### src/cassette_pkg.sv
/*
 package for the cassette motor and carrier sequencer: register offsets,
 field positions, reset values and timing constants.
 assumes a 250 MHz system clock.
*/
package cassette_pkg;
	localparam int CLOCK_HZ = 250_000_000;
	localparam int BAUD = 300;
	localparam int MARK_HZ = 2400;
	localparam int SPACE_HZ = 1200;
	// half periods of the two fsk tones, in clock cycles
	localparam int MARK_HALF = CLOCK_HZ / (2 * MARK_HZ);
	localparam int SPACE_HALF = CLOCK_HZ / (2 * SPACE_HZ);
	// one bit time on tape
	localparam int BIT_CYCLES = CLOCK_HZ / BAUD;
	localparam int TONE_W = 20;
	localparam int BIT_W = 20;
	// default carrier delay one-shot, in milliseconds
	localparam int CARRIER_DELAY_MS = 1000;
	localparam int CARRIER_DELAY_CYC = (CARRIER_DELAY_MS / 1000) * CLOCK_HZ;
	// carrier-detect lag after tones vanish, in microseconds
	localparam int LOSS_LAG_US = 2000;
	localparam int LOSS_LAG_CYC = (LOSS_LAG_US * (CLOCK_HZ / 1_000_000));
	// carrier-detect qualify time before data is passed, in microseconds
	localparam int QUAL_US = 10000;
	localparam int QUAL_CYC = (QUAL_US * (CLOCK_HZ / 1_000_000));
	localparam int CNT_W = 32;
	localparam logic [7:0] RECORD_OFF_CODE = 8'h14;
	// register byte addresses
	localparam logic [3:0] REG_CTRL = 4'h0;
	localparam logic [3:0] REG_STATUS = 4'h4;
	localparam logic [3:0] REG_DELAY = 4'h8;
	localparam logic [3:0] REG_RXCHAR = 4'hC;
	// control fields
	localparam int CTRL_REC = 0;
	localparam int CTRL_READ = 1;
	localparam int CTRL_AUTO = 2;
	// status fields
	localparam int ST_REC = 0;
	localparam int ST_READ = 1;
	localparam int ST_CARRIER_EN = 2;
	localparam int ST_CARRIER_DET = 3;
	localparam int ST_REC_MOTOR = 4;
	localparam int ST_READ_MOTOR = 5;
	localparam int ST_EOR_SEEN = 6;
	localparam logic [2:0] CTRL_RESET = 3'h0;
	localparam int STATUS_W = 7;
endpackage : cassette_pkg

### src/tone_if.sv
/*
 interface carrying tone generator controls and audio output between
 the sequencer and its fsk modulator.
 assumes a single clock domain.
*/
`timescale 1ns/1ps
interface tone_if;
	logic enable;
	logic bit_val;
	logic audio;
	modport ctrl (output enable, output bit_val, input audio);
	modport gen (input enable, input bit_val, output audio);
endinterface : tone_if

### src/cassette_sequencer.sv
/*
 cassette motor and carrier sequencer: record and read latches, motor
 outputs, carrier delay one-shot, record-off decoding, fsk record path,
 carrier-gated 16x clock, and an avalon-mm register slave.
 assumes host data, clock_16x_in and tape_in come from outside the clock
 domain; the host serialiser keeps its own character framing.
*/
`timescale 1ns/1ps
module cassette_sequencer
	import cassette_pkg::*;
#(
	parameter logic [CNT_W-1:0] CARRIER_DELAY = CNT_W'(CARRIER_DELAY_CYC)
)(
	input wire logic clock,
	input wire logic rst_b,
	input wire logic [3:0] address,
	input wire logic read,
	input wire logic write,
	input wire logic [31:0] writedata,
	output logic [31:0] readdata,
	output logic waitrequest,
	input wire logic host_txd,
	input wire logic clock_16x_in,
	input wire logic tape_in,
	output logic clock_16x_out,
	output logic rx_data_out,
	output logic mic_audio,
	output logic rec_motor,
	output logic read_motor,
	output logic carrier_led
);
	typedef enum logic [1:0] {REC_IDLE, REC_DELAY, REC_CARRIER} rec_state_e;
	typedef enum logic [1:0] {SH_IDLE, SH_START, SH_DATA, SH_STOP} shift_state_e;

	rec_state_e rec_q;
	rec_state_e rec_d;
	shift_state_e sh_q;
	shift_state_e sh_d;
	logic [2:0] ctrl_q;
	logic [CNT_W-1:0] delay_q;
	logic [CNT_W-1:0] timer_q;
	logic [CNT_W-1:0] timer_d;
	logic [1:0] txd_sync_q;
	logic [1:0] clk_sync_q;
	logic [1:0] tape_sync_q;
	logic [BIT_W-1:0] bit_cnt_q;
	logic [2:0] bit_idx_q;
	logic [7:0] char_q;
	logic [7:0] last_char_q;
	logic eor_q;
	logic ack_q;
	logic [31:0] rdata_q;
	logic mic_q;
	logic rxd_q;
	logic clk16_q;
	wire logic txd;
	wire logic tape;
	wire logic auto_mode;
	wire logic rec_on;
	wire logic read_on;
	wire logic det;
	wire logic half_bit;
	wire logic full_bit;
	wire logic char_done;
	wire logic rec_off_hit;
	wire logic ctrl_hit;
	wire logic delay_hit;
	wire logic access;
	wire logic ctrl_sel;
	wire logic status_sel;
	wire logic delay_sel;
	wire logic rxchar_sel;
	wire logic [STATUS_W-1:0] status;
	wire logic [31:0] rd_mux;
	tone_if tone ();

	// two-flop synchronisers for the outside inputs
	always_ff @(posedge clock or negedge rst_b) begin
		if (!rst_b) begin
			txd_sync_q <= 2'h3;
			clk_sync_q <= 2'h0;
			tape_sync_q <= 2'h0;
		end else begin
			txd_sync_q <= {txd_sync_q[0], host_txd};
			clk_sync_q <= {clk_sync_q[0], clock_16x_in};
			tape_sync_q <= {tape_sync_q[0], tape_in};
		end
	end
	assign txd = txd_sync_q[1];
	assign tape = tape_sync_q[1];

	// mode and latch decoding
	assign auto_mode = ctrl_q[CTRL_AUTO];
	assign rec_on = ctrl_q[CTRL_REC];
	assign read_on = ctrl_q[CTRL_READ];

	// motors: manual mode runs both always, auto follows the latches
	assign rec_motor = auto_mode ? rec_on : 1'b1;
	assign read_motor = auto_mode ? read_on : 1'b1;

	// record sequence: one-shot delay in auto mode, immediate in manual
	always_comb begin
		rec_d = rec_q;
		timer_d = timer_q;
		case (rec_q)
			REC_IDLE: begin
				timer_d = '0;
				if (rec_on) begin
					rec_d = auto_mode ? REC_DELAY : REC_CARRIER;
				end
			end
			REC_DELAY: begin
				timer_d = timer_q + CNT_W'(1);
				if (!rec_on) begin
					rec_d = REC_IDLE;
				end else if (timer_q >= delay_q) begin
					rec_d = REC_CARRIER;
				end
			end
			REC_CARRIER: begin
				if (!rec_on) begin
					rec_d = REC_IDLE;
				end
			end
			default: rec_d = REC_IDLE;
		endcase
	end
	assign carrier_led = (rec_q == REC_CARRIER);

	// tone runs when carrying, and always in manual mode, as a mark carrier while not carrying
	assign tone.enable = carrier_led || !auto_mode;
	assign tone.bit_val = carrier_led ? mic_q : 1'b1;
	assign mic_audio = tone.audio;

	fsk_modulator u_mod (
		.clock(clock),
		.rst_b(rst_b),
		.tone(tone)
	);

	// character tracker on the host line, bit timed at 300 baud
	assign half_bit = (bit_cnt_q == BIT_W'(BIT_CYCLES / 2));
	assign full_bit = (bit_cnt_q == BIT_W'(BIT_CYCLES - 1));
	assign char_done = (sh_q == SH_STOP) && full_bit;
	assign rec_off_hit = char_done && (char_q == RECORD_OFF_CODE);
	always_comb begin
		sh_d = sh_q;
		case (sh_q)
			SH_IDLE: if (!txd) sh_d = SH_START;
			SH_START: if (full_bit) sh_d = SH_DATA;
			SH_DATA: if (full_bit && bit_idx_q == 3'h7) sh_d = SH_STOP;
			SH_STOP: if (full_bit) sh_d = SH_IDLE;
			default: sh_d = SH_IDLE;
		endcase
	end

	// shift state, bit counter, bit index and data shifter
	always_ff @(posedge clock or negedge rst_b) begin
		if (!rst_b) begin
			sh_q <= SH_IDLE;
			bit_cnt_q <= '0;
			bit_idx_q <= '0;
			char_q <= '0;
		end else begin
			sh_q <= sh_d;
			bit_cnt_q <= (sh_q == SH_IDLE || full_bit) ? '0 : bit_cnt_q + BIT_W'(1);
			if (sh_q == SH_DATA && half_bit) begin
				char_q <= {txd, char_q[7:1]};
			end
			if (sh_q == SH_DATA && full_bit) begin
				bit_idx_q <= bit_idx_q + 3'h1;
			end
		end
	end

	// record data follows the host line, record-off char included
	always_ff @(posedge clock or negedge rst_b) begin
		if (!rst_b) begin
			mic_q <= 1'b1;
		end else begin
			mic_q <= txd;
		end
	end

	// readback gating: data passes only under carrier, 16x clock also while the read latch is off
	carrier_detector u_det (
		.clock(clock),
		.rst_b(rst_b),
		.enable(read_on),
		.tape_in(tape),
		.detected(det)
	);

	// gated 16x clock: stopped while the read latch waits for carrier
	always_ff @(posedge clock or negedge rst_b) begin
		if (!rst_b) begin
			clk16_q <= 1'b0;
		end else begin
			clk16_q <= clk_sync_q[1] && (det || !read_on);
		end
	end

	// tape data: held marking until carrier is detected
	always_ff @(posedge clock or negedge rst_b) begin
		if (!rst_b) begin
			rxd_q <= 1'b1;
		end else begin
			rxd_q <= (read_on && det) ? tape : 1'b1;
		end
	end
	assign clock_16x_out = clk16_q;
	assign rx_data_out = rxd_q;

	// register select decode, shared by read mux and write strobes
	function automatic logic reg_sel(input logic [3:0] addr, input logic [3:0] offset);
		return addr == offset;
	endfunction : reg_sel

	// avalon slave: one wait state, answer on the second edge
	assign access = (read || write) && !ack_q;
	assign waitrequest = access;
	assign ctrl_sel = reg_sel(address, REG_CTRL);
	assign status_sel = reg_sel(address, REG_STATUS);
	assign delay_sel = reg_sel(address, REG_DELAY);
	assign rxchar_sel = reg_sel(address, REG_RXCHAR);
	assign ctrl_hit = write && ack_q && ctrl_sel;
	assign delay_hit = write && ack_q && delay_sel;
	assign status = {eor_q, read_motor, rec_motor, det, carrier_led, read_on, rec_on};
	assign rd_mux = ctrl_sel ? {29'h0, ctrl_q} :
		status_sel ? {25'h0, status} :
		delay_sel ? delay_q :
		rxchar_sel ? {24'h0, last_char_q} : 32'h0;
	assign readdata = rdata_q;

	// bus handshake and read data capture
	always_ff @(posedge clock or negedge rst_b) begin
		if (!rst_b) begin
			ack_q <= 1'b0;
			rdata_q <= 32'h0;
		end else begin
			ack_q <= access;
			if (access && read) begin
				rdata_q <= rd_mux;
			end
		end
	end

	// record sequencer state and one-shot timer
	always_ff @(posedge clock or negedge rst_b) begin
		if (!rst_b) begin
			rec_q <= REC_IDLE;
			timer_q <= '0;
		end else begin
			rec_q <= rec_d;
			timer_q <= timer_d;
		end
	end

	// carrier delay register, software adjustable
	always_ff @(posedge clock or negedge rst_b) begin
		if (!rst_b) begin
			delay_q <= CARRIER_DELAY;
		end else if (delay_hit) begin
			delay_q <= writedata;
		end
	end

	// last character seen on the host line
	always_ff @(posedge clock or negedge rst_b) begin
		if (!rst_b) begin
			last_char_q <= 8'h0;
		end else if (char_done) begin
			last_char_q <= char_q;
		end
	end

	// control latches; a decoded record-off clears the record latch in auto mode
	always_ff @(posedge clock or negedge rst_b) begin
		if (!rst_b) begin
			ctrl_q <= CTRL_RESET;
		end else if (rec_off_hit && auto_mode) begin
			ctrl_q[CTRL_REC] <= 1'b0;
		end else if (ctrl_hit) begin
			ctrl_q <= writedata[2:0];
		end
	end

	// end-of-record flag: set wins over a clearing control write
	always_ff @(posedge clock or negedge rst_b) begin
		if (!rst_b) begin
			eor_q <= 1'b0;
		end else if (rec_off_hit) begin
			eor_q <= 1'b1;
		end else if (ctrl_hit) begin
			eor_q <= 1'b0;
		end
	end
endmodule : cassette_sequencer

### src/fsk_modulator.sv
/*
 fsk modulator: square wave at the mark tone for a one and at the space
 tone for a zero, silent while disabled.
 assumes the sequencer steps bit_val only at bit boundaries.
*/
`timescale 1ns/1ps
module fsk_modulator
	import cassette_pkg::*;
(
	input wire logic clock,
	input wire logic rst_b,
	tone_if.gen tone
);
	logic [TONE_W-1:0] cnt_q;
	logic [TONE_W-1:0] cnt_d;
	logic audio_q;
	logic audio_d;
	wire logic [TONE_W-1:0] half_lim;
	wire logic wrap;

	// half period chosen by the bit: mark high tone, space low tone
	assign half_lim = tone.bit_val ? TONE_W'(MARK_HALF - 1) : TONE_W'(SPACE_HALF - 1);
	assign wrap = (cnt_q >= half_lim);
	assign cnt_d = (!tone.enable || wrap) ? '0 : cnt_q + TONE_W'(1);
	assign audio_d = !tone.enable ? 1'b0 : (wrap ? !audio_q : audio_q);
	assign tone.audio = audio_q;

	// tone phase registers
	always_ff @(posedge clock or negedge rst_b) begin
		if (!rst_b) begin
			cnt_q <= '0;
			audio_q <= 1'b0;
		end else begin
			cnt_q <= cnt_d;
			audio_q <= audio_d;
		end
	end
endmodule : fsk_modulator

### src/carrier_detector.sv
/*
 carrier detector: watches the synchronised tape tone for edges; the
 carrier is declared after a qualify time of steady tone and dropped a
 lag after edges stop.
 assumes tape_in already passed two flip-flops.
*/
`timescale 1ns/1ps
module carrier_detector
	import cassette_pkg::*;
(
	input wire logic clock,
	input wire logic rst_b,
	input wire logic enable,
	input wire logic tape_in,
	output logic detected
);
	logic prev_q;
	logic [CNT_W-1:0] quiet_q;
	logic [CNT_W-1:0] qual_q;
	logic det_q;
	wire logic edge_seen;
	wire logic lost;

	assign edge_seen = (tape_in != prev_q);
	assign lost = (quiet_q >= CNT_W'(LOSS_LAG_CYC));
	assign detected = det_q;

	// quiet timer restarts on every edge; qualify timer runs while enabled and tone is present
	always_ff @(posedge clock or negedge rst_b) begin
		if (!rst_b) begin
			prev_q <= 1'b0;
			quiet_q <= '0;
			qual_q <= '0;
			det_q <= 1'b0;
		end else begin
			prev_q <= tape_in;
			quiet_q <= edge_seen ? '0 : (lost ? quiet_q : quiet_q + CNT_W'(1));
			if (!enable || lost) begin
				qual_q <= '0;
				det_q <= 1'b0;
			end else if (qual_q >= CNT_W'(QUAL_CYC)) begin
				det_q <= 1'b1;
			end else begin
				qual_q <= qual_q + CNT_W'(1);
			end
		end
	end
endmodule : carrier_detector

### config.mk
export PLATFORM = sky130hd
export DESIGN_NAME = cassette_sequencer
export DESIGN_NICKNAME = d
export VERILOG_FILES = /design/src/cassette_pkg.sv /design/src/tone_if.sv /design/src/cassette_sequencer.sv /design/src/fsk_modulator.sv /design/src/carrier_detector.sv
export SDC_FILE = /design/constraint.sdc
export NUM_CORES = 1
export LEC_CHECK = 0
export BUFFER_PORTS_ARGS = -buffer_cell sky130_fd_sc_hd__buf_2
export CORE_MARGIN = 2
export CORE_UTILIZATION = 48
export DETAILED_ROUTE_END_ITERATION = 8
export PLACE_DENSITY = 0.68
export SYNTH_ARGS = -nofsm -noshare
export SYNTH_HDL_FRONTEND = slang
export SYNTH_SLANG_ARGS = --single-unit
### constraint.sdc
create_clock -name clock -period 4.45 [get_ports clock]
set_clock_uncertainty 0.05 [all_clocks]
set_input_delay 0.445 -clock clock [delete_from_list [all_inputs] [get_ports clock]]
set_output_delay 0.445 -clock clock [all_outputs]
set_load 0.02 [all_outputs]
# Word level (Yosys, flattened, before mapping)
# Index checks and enable logic that the tools add are counted.
[totals] wordCells=128 ff_bits=240 inputBits=43
[op_classes] n_bitwise=1 reduce_logical=34 magnitude_cmp=4 n_eq_ne=23 n_addsub=6 mux=35
[op_table] op="two-way mux 32 bit" n=7
[op_table] op="adder 32 x 1 -> 32 bit, second input constant" n=3
[op_table] op="case mux 32 bit (2 select lines)" n=1
[op_table] op="adder 20 x 1 -> 20 bit, second input constant" n=2
[op_table] op="two-way mux 20 bit" n=2
[op_table] op=">= comparator 32 x 19 -> 1 bit, second input constant" n=1
[op_table] op=">= comparator 32 x 22 -> 1 bit, second input constant" n=1
[op_table] op=">= comparator 32 bit" n=1
[op_table] op="== test 20 x 19 -> 1 bit, second input constant" n=1
[op_table] op="== test 20 bit, second input constant" n=1
[op_table] op=">= comparator 20 bit" n=1
[op_table] op="two-way mux 2 bit" n=9
[op_table] op="two-way mux 17 bit" n=1
[op_table] op="inequality test 2 bit, second input constant" n=7
[op_table] op="logical AND 1 bit" n=13
[op_table] op="two-way mux 1 bit" n=12
[op_table] op="== test 4 bit, second input constant" n=2
[op_table] op="== test 8 x 5 -> 1 bit, second input constant" n=1
[op_table] op="two-way mux 8 bit" n=1
[op_table] op="case mux 2 bit (4 select lines)" n=1
[op_table] op="nonzero test 2 bit" n=4
[op_table] op="== test 2 bit, second input constant" n=3
[op_table] op="logical OR 1 bit" n=6
[op_table] op="case mux 2 bit (3 select lines)" n=1
[op_table] op="14 further kinds" n=21

# Longest topological paths before layout
# Gate-level depths: netlist of the first run.
[logic_depth] ltp_word=6 mapped_depth=11 mapped_depth_nobuf=9

# Modules after synthesis
# From an unflattened synthesis of the first run, not the netlist that was laid out.
[hier_totals] hier_cells=1156 area_unflattened_um2=11915.2
[modules_own_cells] mod="cassette_sequencer" area_each_um2=7343.3 seq_area_each_um2=3849.9 cells_per_inst=702 instances=1
[modules_own_cells] mod="carrier_detector" area_each_um2=3314.4 seq_area_each_um2=1651.6 cells_per_inst=333 instances=1
[modules_own_cells] mod="fsk_modulator" area_each_um2=1257.5 seq_area_each_um2=525.5 cells_per_inst=121 instances=1

# Least setup slack after synthesis of the first run
# No wires, ideal clock.
[synth_timing] kind="flip-flop to flip-flop" startpoint="register rec_q[0]" endpoint="register u_mod.audio_q (netlist: u_mod.tone.audio)" setup_slack_ns=1.843 n_path_buf=1 stages_incl_launch_ff=10 t_arrival_ns=2.432 setup_ns=0.125 cell_sequence="dfrtp_1 or3b_1 clkbuf_1 ha_1 a211o_1 a31oi_1 o21ai_0 a41oi_1 o21ai_2 mux2_2"
[synth_between] elab_chain_cells=5 word_cells_on_any_way=7
[synth_rtl] element="start, declared" line_no="cassette_sequencer.sv:35" rtl="rec_state_e rec_q;"
[synth_rtl] element="start signal, assigned" line_no="cassette_sequencer.sv:254" rtl="rec_q <= rec_d;"
[synth_rtl] element="== test 2 bit (*)" line_no="cassette_sequencer.sv:128" rtl="assign carrier_led = (rec_q == REC_CARRIER);"
[synth_rtl] element="two-way mux 1 bit" line_no="cassette_sequencer.sv:132" rtl="assign tone.bit_val = carrier_led ? mic_q : 1'b1;"
[synth_rtl] element="two-way mux 17 bit" line_no="fsk_modulator.sv:22" rtl="assign half_lim = tone.bit_val ? TONE_W'(MARK_HALF - 1) : TONE_W'(SPACE_HALF - 1);"
[synth_rtl] element=">= comparator 20 bit" line_no="fsk_modulator.sv:23" rtl="assign wrap = (cnt_q >= half_lim);"
[synth_rtl] element="inequality test 2 bit (no line)"
[synth_rtl] element="end signal, assigned" line_no="fsk_modulator.sv:35" rtl="audio_q <= audio_d;"
[synth_rtl] element="end, declared" line_no="fsk_modulator.sv:16" rtl="logic audio_q;"
# Every way passes the cells marked *; elsewhere a longest branch is shown, timed or not.
# A chain may end at the register's enable or synchronous reset.

# Worst setup path in the final report of the first run
[layout_timing] startpoint="register bit_cnt_q[0]" endpoint="register ctrl_q[1]"
[layout_between] elab_chain_cells=6
[layout_rtl] element="start, declared" line_no="cassette_sequencer.sv:46" rtl="logic [BIT_W-1:0] bit_cnt_q;"
[layout_rtl] element="start signal, assigned" line_no="cassette_sequencer.sv:166" rtl="bit_cnt_q <= (sh_q == SH_IDLE || full_bit) ? '0 : bit_cnt_q + BIT_W'(1);"
[layout_rtl] element="== test 20 bit" line_no="cassette_sequencer.sv:143" rtl="assign full_bit = (bit_cnt_q == BIT_W'(BIT_CYCLES - 1));"
[layout_rtl] element="logical AND 1 bit" line_no="cassette_sequencer.sv:144" rtl="assign char_done = (sh_q == SH_STOP) && full_bit;"
[layout_rtl] element="logical AND 1 bit" line_no="cassette_sequencer.sv:145" rtl="assign rec_off_hit = char_done && (char_q == RECORD_OFF_CODE);"
[layout_rtl] element="logical AND 1 bit" line_no="cassette_sequencer.sv:281" rtl="end else if (rec_off_hit && auto_mode) begin"
[layout_rtl] element="NOT 1 bit (no line)"
[layout_rtl] element="AND reduction 2 bit (no line)"
[layout_rtl] element="end signal, assigned" line_no="cassette_sequencer.sv:284" rtl="ctrl_q <= writedata[2:0];"
[layout_rtl] element="end, declared" line_no="cassette_sequencer.sv:39" rtl="logic [2:0] ctrl_q;"
# Every way passes these cells.

==> PnR_summary.wiki, run 1 <==
{| class="wikitable"
! Metric !! Value
|-
| Run status || finished, final reports clean
|-
| Part of the cycle the worst path needs || 0.650
|-
| Antenna-violating nets left || 0
|-
| Final WL || 23500 um
|-
| Number of fill cells || 2057
|-
| Launch point of the worst hold path || writedata[23]
|-
| Post-layout power || 0.00515 W
|-
| Final setup TNS || 0 ns
|-
| Int Pwr || 0.00383 W
|-
| Total of cells resized after clock tree synthesis || 0
|-
| Total global routing overflow || 0
|-
| Post-synthesis compound-gate area fraction || 0.0887
|-
| Proportion of power drawn by the clock network || 0.419
|-
| Clk buf depth || 3
|-
| Port Buffer Count || 81
|-
| Vias in the first global route || 7711
|-
| Area fraction in and, or, nand and nor cells after synthesis || 0.190
|-
| Static leakage || 6.17 nW
|-
| Origin of the critical flop-to-flop path || bit_cnt_q[0]
|-
| Fraction of layout instances using a drive strength above 1 || 0.157
|-
| EDFF count, synth || 0
|-
| Standard cell with the maximum stage delay on the critical path || sky130_fd_sc_hd__or4b_2
|-
| Number of pins with negative max-slew slack in the final report || 0
|-
| Commonest non-fill, non-tap cell in the layout || sky130_fd_sc_hd__dfrtp_1
|-
| Share of the synthesized netlist area taken by xor and xnor gates || 0.0730
|-
| Capture endpoint of the worst hold path || delay_q[23]
|-
| Total number of placement rows || 56
|-
| Clock-pin slew of the registers on the worst-case setup and hold paths || 0.06 ns
|-
| Starting Density || 0.487
|-
| Count of H-tree levels built during CTS || 1
|-
| P_sw || approximately 0.0013 W
|-
| Count of hold buffers inserted by post-cts repair || 4
|-
| Fraction of power consumed by combinational cells || 0.105
|-
| Post-CTS setup buffers || 0
|-
| Sort of element at the start of the critical path || register
|-
| Total global routing track utilization || 0.194
|-
| Die Y-Extent || 158 um
|-
| Highest net fanout along the worst path || 12
|-
| First-pass GRT wire length || between 30000 and 40000 um
|-
| Synth async-reset ratio || 1.00
|-
| Worst-margin pin slew || 1.19 ns
|-
| Area of all placed cells without fillers || 13100 um2
|-
| Hold Crit Class || in -> reg
|-
| Areal power density over the cells || 393 nW/um2
|-
| Average wire per cell in the routed design || 15.4 um
|-
| Max-Cap Viols || 0
|-
| Switching share of power || 0.256
|-
| Cells after synthesis || 1095
|-
| Cells along the critical path || inv_1, ha_1, nand4b_1, or4b_2, nor4_2, nand2_1, o21ai_0, mux2_2
|-
| Critical Path Sink Type || register
|-
| Unrepaired setup endpoints after global routing || false
|-
| TritonCTS Sinks || 240
|-
| Reg2reg path depth || 8
|-
| Start point of the critical path || bit_cnt_q[0]
|-
| Final setup violation count || 0
|-
| Portion of total power attributed to sequential cells || 0.476
|-
| Mux contribution to synthesized area || 0.0301
|-
| Overall die area || 25000 um2
|-
| Area after DPL || between 10000 and 15000 um2
|-
| Total vias in the final route || 8139
|-
| Largest net degree at the start of global routing || about 120
|-
| Start-to-end type of the worst setup path || reg -> reg
|-
| Core footprint || 23400 um2
|-
| Routability cong. || 0.813
|-
| Clock tree from TritonCTS || done
|-
| Buffers & Inverters on Critical Path || 1
|-
| Fin nets || 1283
|-
| Syn_area_per_cell || roughly 10 um2
|-
| Critical path's largest stage delay || 0.62 ns
|-
| Fin worst setup slack || 1.56 ns
|-
| Number of antenna violations at the first check in global routing || 0
|-
| DRC violation total after the first TritonRoute iteration || 390
|-
| Synthesis warning total || 0
|-
| Worst EP required || about 4.8 ns
|-
| Category of cells accounting for the largest share of critical-path delay || simple AND/OR/NAND/NOR gates
|-
| Final Core Density || 0.560
|-
| Later-pin clock latency in the skew report || 0.52 ns
|-
| Share of synthesized cell area in full adder, half adder and majority cells || 0.0593
|-
| Residual DRC count || 0
|-
| Estimated wirelength of the detail-placed design || between 15000 and 20000 um
|-
| Most frequent cells in the layout || sky130_fd_sc_hd__dfrtp_1, sky130_fd_sc_hd__nor2_1, sky130_fd_sc_hd__nand2_1
|-
| Chip width || about 160 um
|-
| Worst reg2reg endpoint || ctrl_q[1]
|-
| Combinational family with the most area after synthesis || simple AND/OR/NAND/NOR gates
|-
| Peak Freq || 346 MHz
|-
| Fin crit period || 2.89 ns
|-
| Reg2reg setup slack || about 1.6 ns
|-
| IO Pins || 82
|-
| Placement Setup Slack || 1.57 ns
|-
| Portion of the post-synthesis area used by sequential elements || 0.529
|-
| Cell area after synthesis || about 11000 um2
|-
| Cell chosen for the clock root || sky130_fd_sc_hd__clkbuf_16
|-
| Number of iterations in the first detailed-routing pass || 7
|-
| Synthesis-stage register bit count || 240
|-
| Layout area overhead || 14.9%
|-
| Final Hold Vio Count || 0
|-
| Vias per cell || around 5.3
|-
| Library cells used by synthesis || 61
|-
| Number of clock buffers inserted by TritonCTS || 27
|-
| Worst hold stages || 3
|-
| Headroom to the max-slew limit || 0.203
|-
| Worst voltage drop across the vdd grid || 250 uV
|-
| Critical path data arrival time || 3.25 ns
|-
| Top_reg_cell synth || sky130_fd_sc_hd__dfrtp_1
|}
==> layer usage <==
layer / wire length [um] / global-route usage
met1: 11600 / 0.291
met5: 0 / 0
met2: 10300 / 0.293
met4: 528 / 0.0472
met3: 1030 / 0.0309
==> power by group through the flow <==
| stage | clock network, W | registers, W | logic [W] |
|---|---|---|---|
| 5_1_grt | 0.00231 | 0.00247 | 0.000621 |
| 3_3_place_gp | 0 | 0.00249 | 0.000529 |
| 3_5_place_dp | 0 | 0.00249 | 0.000542 |
| 4_1_cts | 0.00221 | 0.00245 | 0.000549 |
| 6_report | 0.00215 | 0.00245 | 0.000541 |
| 2_1_floorplan | 0 | 0.00247 | 0.000327 |
==> logic make-up after synthesis <==
family | Yosys count
XOR/XNOR | 95
AND/OR/NAND/NOR | 432
flip-flops | 240
buffers and inverters | 89
AO/OA/AOI/OAI | 154
multiplexers | 30
other | 1
adder cells (fa/ha/maj) | 54
==> flip-flops by register name, indices dropped and copies added, names as in the netlist, 8 cells and up <==
signal	count
last_char_q	8
bit_cnt_q	20
u_mod.cnt_q	20
char_q	8
u_det.qual_q	32
u_det.quiet_q	32
delay_q	32
readdata	32
timer_q	32
==> cell usage after synthesis (8+ instances only) <==
master / number / area share
sky130_fd_sc_hd__nand2_1: 92 / 0.030
sky130_fd_sc_hd__o21ai_0: 62 / 0.027
sky130_fd_sc_hd__inv_1: 53 / 0.017
sky130_fd_sc_hd__nor3_1: 12 / 0.0053
sky130_fd_sc_hd__a22o_1: 27 / 0.021
sky130_fd_sc_hd__nand2b_1: 8 / 0.0044
sky130_fd_sc_hd__clkbuf_1: 31 / 0.010
sky130_fd_sc_hd__nand4_1: 39 / 0.021
sky130_fd_sc_hd__ha_1: 54 / 0.059
sky130_fd_sc_hd__nor4_1: 11 / 0.0060
sky130_fd_sc_hd__xnor2_1: 29 / 0.022
sky130_fd_sc_hd__nor2_1: 128 / 0.042
sky130_fd_sc_hd__xor2_1: 66 / 0.051
sky130_fd_sc_hd__dfstp_2: 17 / 0.039
sky130_fd_sc_hd__and3_1: 41 / 0.023
sky130_fd_sc_hd__mux2_2: 24 / 0.024
sky130_fd_sc_hd__dfrtp_1: 223 / 0.49
sky130_fd_sc_hd__and2_1: 16 / 0.0088
sky130_fd_sc_hd__nand3_1: 44 / 0.019
sky130_fd_sc_hd__a21oi_1: 23 / 0.010
==> worst reg2reg max path, stage by stage, from the launching register on <==
cell	delay, ns
sky130_fd_sc_hd__dfrtp_1	0.42
sky130_fd_sc_hd__inv_1	0.12
sky130_fd_sc_hd__ha_1	0.17
sky130_fd_sc_hd__nand4b_1	0.09
sky130_fd_sc_hd__or4b_2	0.62
sky130_fd_sc_hd__nor4_2	0.31
sky130_fd_sc_hd__nand2_1	0.37
sky130_fd_sc_hd__o21ai_0	0.29
sky130_fd_sc_hd__mux2_2	0.35
==> metrics by stage <==
step	std cells	hold slack [ns]
global placement	1472	0.283
CTS	1525	0.0614
global route	1525	0.0749
detailed placement	1472	0.297
floorplan	1096	0.0994
finish	1526	0.0751
==> how the worst max path moves through the flow <==
stage | slack [ns] | to | depth (start not counted)
floorplan | 1.84 | u_mod.tone.audio | 9
global route | 1.35 | ctrl_q[1] | 8
global placement | 1.65 | ctrl_q[1] | 8
CTS | 1.56 | ctrl_q[1] | 8
detailed placement | 1.57 | ctrl_q[1] | 8
finish | 1.56 | ctrl_q[1] | 8
==> cell type report <==
cell class | count | area, um2 | area share
flip-flops and latches | 240 | 6030 | 0.460
multi-input cells | 767 | 5050 | 0.386
clock buffers | 40 | 764 | 0.0584
repair buffers | 96 | 551 | 0.0420
well taps | 319 | 399 | 0.0305
inverters | 54 | 203 | 0.0155
clock inverters | 9 | 97.6 | 0.00745
diodes | 1 | 2.50 | 0.000191
No activity file was read; power rests on OpenSTA's default activity.
==> run 2: changes to the inputs <==
==> constraint.sdc (replaced) <==
create_clock -name clock -period 2.9 [get_ports clock]
set_clock_uncertainty 0.05 [all_clocks]
set_input_delay 0.29 -clock clock [delete_from_list [all_inputs] [get_ports clock]]
set_output_delay 0.29 -clock clock [all_outputs]
set_load 0.02 [all_outputs]
==> PnR_summary.wiki, run 2 (synthesis gave the netlist of run 1 again) <==
{| class="wikitable"
! Metric !! Value
|-
| Worst EP required || 3.30 ns
|-
| Int Pwr || 0.00616 W
|-
| Area after DPL || between 10000 and 15000 um2
|-
| Fin nets || around 1300
|-
| Number of pins with negative max-slew slack in the final report || 0
|-
| Final Hold Vio Count || 0
|-
| Number of iterations in the first detailed-routing pass || 5
|-
| Clk buf depth || 3
|-
| Launch point of the worst hold path || writedata[0]
|-
| Die Y-Extent || 158 um
|-
| Part of the cycle the worst path needs || 0.900
|-
| Total of cells resized after clock tree synthesis || 0
|-
| IO Pins || 82
|-
| Vias in the first global route || roughly 8300
|-
| Post-layout power || 0.00824 W
|-
| Critical path data arrival time || 3.01 ns
|-
| Clock tree from TritonCTS || done
|-
| Fraction of power consumed by combinational cells || 0.109
|-
| Fraction of layout instances using a drive strength above 1 || 0.166
|-
| Static leakage || 6.43 nW
|-
| Critical Path Sink Type || register
|-
| Max-Cap Viols || 0
|-
| Final setup TNS || 0 ns
|-
| Worst hold slack || 0.0301 ns
|-
| Peak Freq || 383 MHz
|-
| Starting Density || 0.487
|-
| Count of H-tree levels built during CTS || 1
|-
| Number of inserted diodes || 0
|-
| Origin of the critical flop-to-flop path || rec_q[0]
|-
| Core footprint || approximately 23000 um2
|-
| Overall die area || 25000 um2
|-
| Proportion of power drawn by the clock network || 0.435
|-
| Sort of element at the start of the critical path || register
|-
| Clock-pin slew of the registers on the worst-case setup and hold paths || 0.06 ns
|-
| Final setup violation count || 0
|-
| Total number of placement rows || 56
|-
| Area of all placed cells without fillers || roughly 14000 um2
|-
| Average wire per cell in the routed design || ~16 um
|-
| Areal power density over the cells || 605 nW/um2
|-
| Total global routing track utilization || 0.204
|-
| Number of fill cells || ~2000
|-
| Later-pin clock latency in the skew report || 0.53 ns
|-
| Start-to-end type of the worst setup path || reg -> reg
|-
| First-pass GRT wire length || between 40000 and 50000 um
|-
| Worst voltage drop across the vdd grid || 399 uV
|-
| Total area of multi-input combinational cells || ~5100 um2
|-
| Vias per cell || ~5.4
|-
| Number of antenna violations at the first check in global routing || 0
|-
| Port Buffer Count || 81
|-
| Portion of total power attributed to sequential cells || 0.456
|-
| Run status || finished, final reports clean
|-
| Commonest non-fill, non-tap cell in the layout || sky130_fd_sc_hd__dfrtp_1
|-
| Routability cong. || approximately 0.8
|-
| Total vias in the final route || 8416
|-
| TritonCTS Sinks || 240
|-
| Headroom to the max-slew limit || 0.381
|-
| DRC violation total after the first TritonRoute iteration || 571
|-
| Total global routing overflow || 0
|-
| P_sw || 0.00207 W
|-
| Count of hold buffers inserted by post-cts repair || 35
|-
| Residual DRC count || 0
|-
| Post-Layout Cell Count || 1569
|-
| Hold Crit Class || in -> reg
|-
| Fin crit period || approximately 2.6 ns
|-
| Area taken by flip-flops and latches || approximately 6000 um2
|-
| Highest net fanout along the worst path || 18
|-
| Estimated wirelength of the detail-placed design || around 17000 um
|-
| Layout area overhead || 19.4%
|-
| Cell chosen for the clock root || sky130_fd_sc_hd__clkbuf_16
|-
| Most frequent cells in the layout || sky130_fd_sc_hd__dfrtp_1, sky130_fd_sc_hd__nor2_1, sky130_fd_sc_hd__nand2_1
|-
| Chip width || 158 um
|-
| Largest net degree at the start of global routing || 86
|-
| Worst-margin pin slew || 0.922 ns
|-
| Instance count after placement with tap cells included || 1484
|-
| Unrepaired setup endpoints after global routing || false
|-
| Final WL || 24800 um
|-
| Number of clock buffers inserted by TritonCTS || 27
|-
| Switching share of power || 0.252
|-
| Antenna-violating nets left || 0
|-
| Post-CTS setup buffers || 0
|-
| Start point of the critical path || rec_q[0]
|}
## run 2: changes by cell type in the layout (fill, tap and decap cells not counted)
cell	before	now
sky130_fd_sc_hd__buf_12	1	3
sky130_fd_sc_hd__dlygate4sd3_1	4	35
sky130_fd_sc_hd__diode_2	1	0
sky130_fd_sc_hd__bufinv_16	2	4
sky130_fd_sc_hd__inv_6	0	1
sky130_fd_sc_hd__clkbuf_8	4	7
sky130_fd_sc_hd__clkbuf_1	9	3
sky130_fd_sc_hd__buf_4	10	20
sky130_fd_sc_hd__clkinv_2	6	7
## run 2: stage by stage
stage                     setup WS, ns   util
after floorplan                  0.293      -
after global placement           0.346  0.526
after detailed placement         0.266  0.526
after CTS                        0.267  0.582
after global routing            0.0846  0.582
final                            0.291  0.582
## run 2: final cells by class
cell class / instances / area share
clock buffer: 37 / 0.0575
clock inverter: 13 / 0.0126
inverter: 54 / 0.0149
multi-input combinational: 767 / 0.371
sequential: 240 / 0.443
tap: 319 / 0.0293
timing repair buffer: 139 / 0.0717
## run 2: worst paths after layout
kind / endpoint / depth (start not counted) / slack, ns
worst min register to register: tape_sync_q[1] / 0 / 0.31
max in group asynchronous: delay_q[25] / 3 / 1.69
min in group asynchronous: u_det.qual_q[0] / 2 / 0.30
worst min-delay path: delay_q[0] / 2 / 0.03
worst max register to register: u_mod.cnt_q[13] / 9 / 0.29
worst max-delay path: u_mod.cnt_q[13] / 9 / 0.29
## run 2: layer usage
metal  wire length [um]  track usage  part of all wire  vias to the layer above
met4                454       0.0476             0.018                        0
met1              12100        0.303              0.49                     4140
met2              11300        0.319              0.45                      157
met3                988       0.0271             0.040                       33
li1                   -            -                 -                     4086
met5                  0            0                 0                        -
## run 2: power groups by stage
stage / registers, W / clock network (W) / logic [W]
floorplan: 0.00379 / 0 / 0.000501
global placement: 0.00380 / 0 / 0.000841
detailed placement: 0.00381 / 0 / 0.000868
CTS: 0.00375 / 0.00366 / 0.000910
global route: 0.00378 / 0.00381 / 0.00103
finish: 0.00375 / 0.00358 / 0.000900
## run 2: critical path, cell delays in order (launching register included)
cell and delay, ns:
sky130_fd_sc_hd__dfrtp_1 0.37, sky130_fd_sc_hd__or3b_1 0.55, sky130_fd_sc_hd__ha_1 0.36, sky130_fd_sc_hd__a211o_1 0.29, sky130_fd_sc_hd__a31oi_1 0.14, sky130_fd_sc_hd__o21ai_0 0.10, sky130_fd_sc_hd__a41oi_1 0.24, sky130_fd_sc_hd__o21ai_2 0.09
sky130_fd_sc_hd__buf_4 0.21, sky130_fd_sc_hd__nor2_1 0.12
==> run 3: changes to the inputs <==
--- a/config.mk
+++ b/config.mk
@@ -6,10 +6,11 @@
 export NUM_CORES = 1
 export LEC_CHECK = 0
 export BUFFER_PORTS_ARGS = -buffer_cell sky130_fd_sc_hd__buf_2
-export CORE_MARGIN = 2
-export CORE_UTILIZATION = 48
+export CELL_PAD_IN_SITES_DETAIL_PLACEMENT = 0
+export CELL_PAD_IN_SITES_GLOBAL_PLACEMENT = 1
+export CORE_UTILIZATION = 40
 export DETAILED_ROUTE_END_ITERATION = 8
-export PLACE_DENSITY = 0.68
+export PLACE_DENSITY = 0.7
 export SYNTH_ARGS = -nofsm -noshare
 export SYNTH_HDL_FRONTEND = slang
 export SYNTH_SLANG_ARGS = --single-unit
==> PnR_summary.wiki, run 3 (synthesis gave the netlist of run 1 again) <==
{| class="wikitable"
! Metric !! Value
|-
| Commonest non-fill, non-tap cell in the layout || sky130_fd_sc_hd__dfrtp_1
|-
| Clock tree from TritonCTS || done
|-
| Worst voltage drop across the vdd grid || 412 uV
|-
| Sort of element at the start of the critical path || register
|-
| Total vias in the final route || 8281
|-
| Total of cells resized after clock tree synthesis || 0
|-
| Largest net degree at the start of global routing || 93
|-
| Critical path data arrival time || ~3 ns
|-
| Cell chosen for the clock root || sky130_fd_sc_hd__clkbuf_16
|-
| Critical Path Sink Type || register
|-
| Worst hold stages || 3
|-
| Final WL || 24900 um
|-
| Peak Freq || 384 MHz
|-
| Max-Cap Viols || 0
|-
| Core footprint || between 20000 and 30000 um2
|-
| Worst EP required || about 3.3 ns
|-
| Critical path's largest stage delay || 0.47 ns
|-
| Routability cong. || 0.793
|-
| Number of antenna violations at the first check in global routing || 1
|-
| Count of hold buffers inserted by post-cts repair || 36
|-
| Headroom to the max-slew limit || 0.479
|-
| Reg2reg path depth || 8
|-
| Vias per cell || 5.07
|-
| Die Y-Extent || about 170 um
|-
| Port Buffer Count || 81
|-
| Areal power density over the cells || about 580 nW/um2
|-
| Final Core Density || 0.488
|-
| Final setup TNS || 0 ns
|-
| Static leakage || 6.39 nW
|-
| Number of iterations in the first detailed-routing pass || 4
|-
| Post-CTS setup buffers || 0
|-
| Reg2reg setup slack || 0.29 ns
|-
| Starting Density || 0.408
|-
| Chip width || 171 um
|-
| Most frequent cells in the layout || sky130_fd_sc_hd__dfrtp_1, sky130_fd_sc_hd__nor2_1, sky130_fd_sc_hd__nand2_1
|-
| Standard cell with the maximum stage delay on the critical path || sky130_fd_sc_hd__or3b_1
|-
| Number of pins with negative max-slew slack in the final report || 0
|-
| Post-Layout Cell Count || 1634
|-
| Total global routing track utilization || 0.179
|-
| Antenna-violating nets left || 0
|-
| Launch point of the worst hold path || read
|-
| Origin of the critical flop-to-flop path || rec_q[0]
|-
| Estimated wirelength of the detail-placed design || 17200 um
|-
| Cells along the critical path || or3b_1, ha_1, and3_1, o21ai_0, o21ai_0, a41oi_1, o21ai_2, mux2_2
|-
| Highest net fanout along the worst path || 8
|-
| IO Pins || 82
|-
| Vias in the first global route || 8258
|-
| Count of H-tree levels built during CTS || 1
|-
| Later-pin clock latency in the skew report || 0.53 ns
|-
| DRC violation total after the first TritonRoute iteration || 567
|-
| Clk buf depth || 3
|-
| Clock-pin slew of the registers on the worst-case setup and hold paths || 0.06 ns
|-
| First-pass GRT wire length || 42400 um
|-
| Capture endpoint of the worst hold path || ack_q
|-
| Final Hold Vio Count || 0
|-
| Fin crit period || 2.61 ns
|-
| Residual DRC count || 0
|-
| Worst-margin pin slew || between 0.7 and 0.8 ns
|-
| Final setup violation count || 0
|-
| Fraction of layout instances using a drive strength above 1 || 0.163
|-
| Overall die area || 29200 um2
|-
| Run status || finished, final reports clean
|-
| Hold Crit Class || in -> reg
|-
| Instance count after placement with tap cells included || 1548
|-
| Total global routing overflow || 0
|-
| Total number of placement rows || 61
|-
| TritonCTS Sinks || 240
|-
| Part of the cycle the worst path needs || 0.899
|-
| Worst reg2reg endpoint || u_mod.tone.audio
|-
| Fin nets || 1332
|-
| Average wire per cell in the routed design || 15.2 um
|-
| Most repeated library cell on the critical path || sky130_fd_sc_hd__o21ai_0
|-
| Unrepaired setup endpoints after global routing || false
|-
| Start-to-end type of the worst setup path || reg -> reg
|-
| Number of clock buffers inserted by TritonCTS || 27
|-
| Layout area overhead || 19.5%
|-
| Number of inserted diodes || 0
|}
-- run 3: changes by cell type in the layout (fill, tap and decap cells not counted), sizes merged --
cell	previous run	this run
buf	104	109
bufinv	4	1
clkbuf	37	45
clkinv	7	2
dlygate4sd3	35	36
-- run 3: final cells by class --
type	instances	area (um2)
multi-input combinational	767	5050
tap	378	473
timing repair buffer	145	998
clock buffer	45	813
fill	2635	14300
sequential	240	6030
inverter	54	203
clock inverter	5	56.3
-- run 3: how the worst max path moves through the flow --
| stage | startpoint | end | slack (ns) | cells after the start |
|---|---|---|---|---|
| 4_1_cts | rec_q[0] | u_mod.tone.audio | 0.27 | 8 |
| 2_1_floorplan | rec_q[0] | u_mod.tone.audio | 0.29 | 9 |
| 6_report | rec_q[0] | u_mod.tone.audio | 0.29 | 8 |
| 3_3_place_gp | rec_q[0] | u_mod.tone.audio | 0.36 | 8 |
| 3_5_place_dp | bit_cnt_q[0] | sh_q[1] | 0.28 | 8 |
| 5_1_grt | bit_cnt_q[0] | sh_q[1] | 0.07 | 8 |
-- run 3: routing by layer --
| layer | vias to the layer above | part of all wire | global-route usage |
|---|---|---|---|
| met2 | 113 | 0.43 | 0.273 |
| met5 | - | 0.00052 | 0 |
| li1 | 4096 | - | - |
| met3 | 40 | 0.041 | 0.0294 |
| met1 | 4030 | 0.51 | 0.266 |
| met4 | 2 | 0.019 | 0.0407 |
-- run 3: critical path, delay by kind of cell (launching register included) --
kind / cells / cell delay, ns
AOI/OAI and AO/OA: 4 / 0.74
DFF: 1 / 0.37
adders and majority gates: 1 / 0.31
muxes: 1 / 0.38
and+or+nand+nor: 2 / 0.63
-- run 3: per-stage QoR --
stage / hold WS (ns) / total power [W] / setup slack, ns / instance area, um2
after floorplan: -0.0556 / 0.00429 / 0.293 / 11400
after global placement: 0.290 / 0.00466 / 0.364 / 12400
after detailed placement: 0.297 / 0.00468 / 0.281 / 12400
after CTS: 0.00878 / 0.00807 / 0.270 / 13600
after global routing: 0.0294 / 0.00835 / 0.0705 / 13600
final: 0.0310 / 0.00793 / 0.293 / 13600
-- run 3: where the power goes --
part	switching, W	internal, W	total [W]
clock	0.00130	0.00199	0.00329
sequential	0.000155	0.00359	0.00375
combinational	0.000561	0.000331	0.000892
total	0.00202	0.00591	0.00793
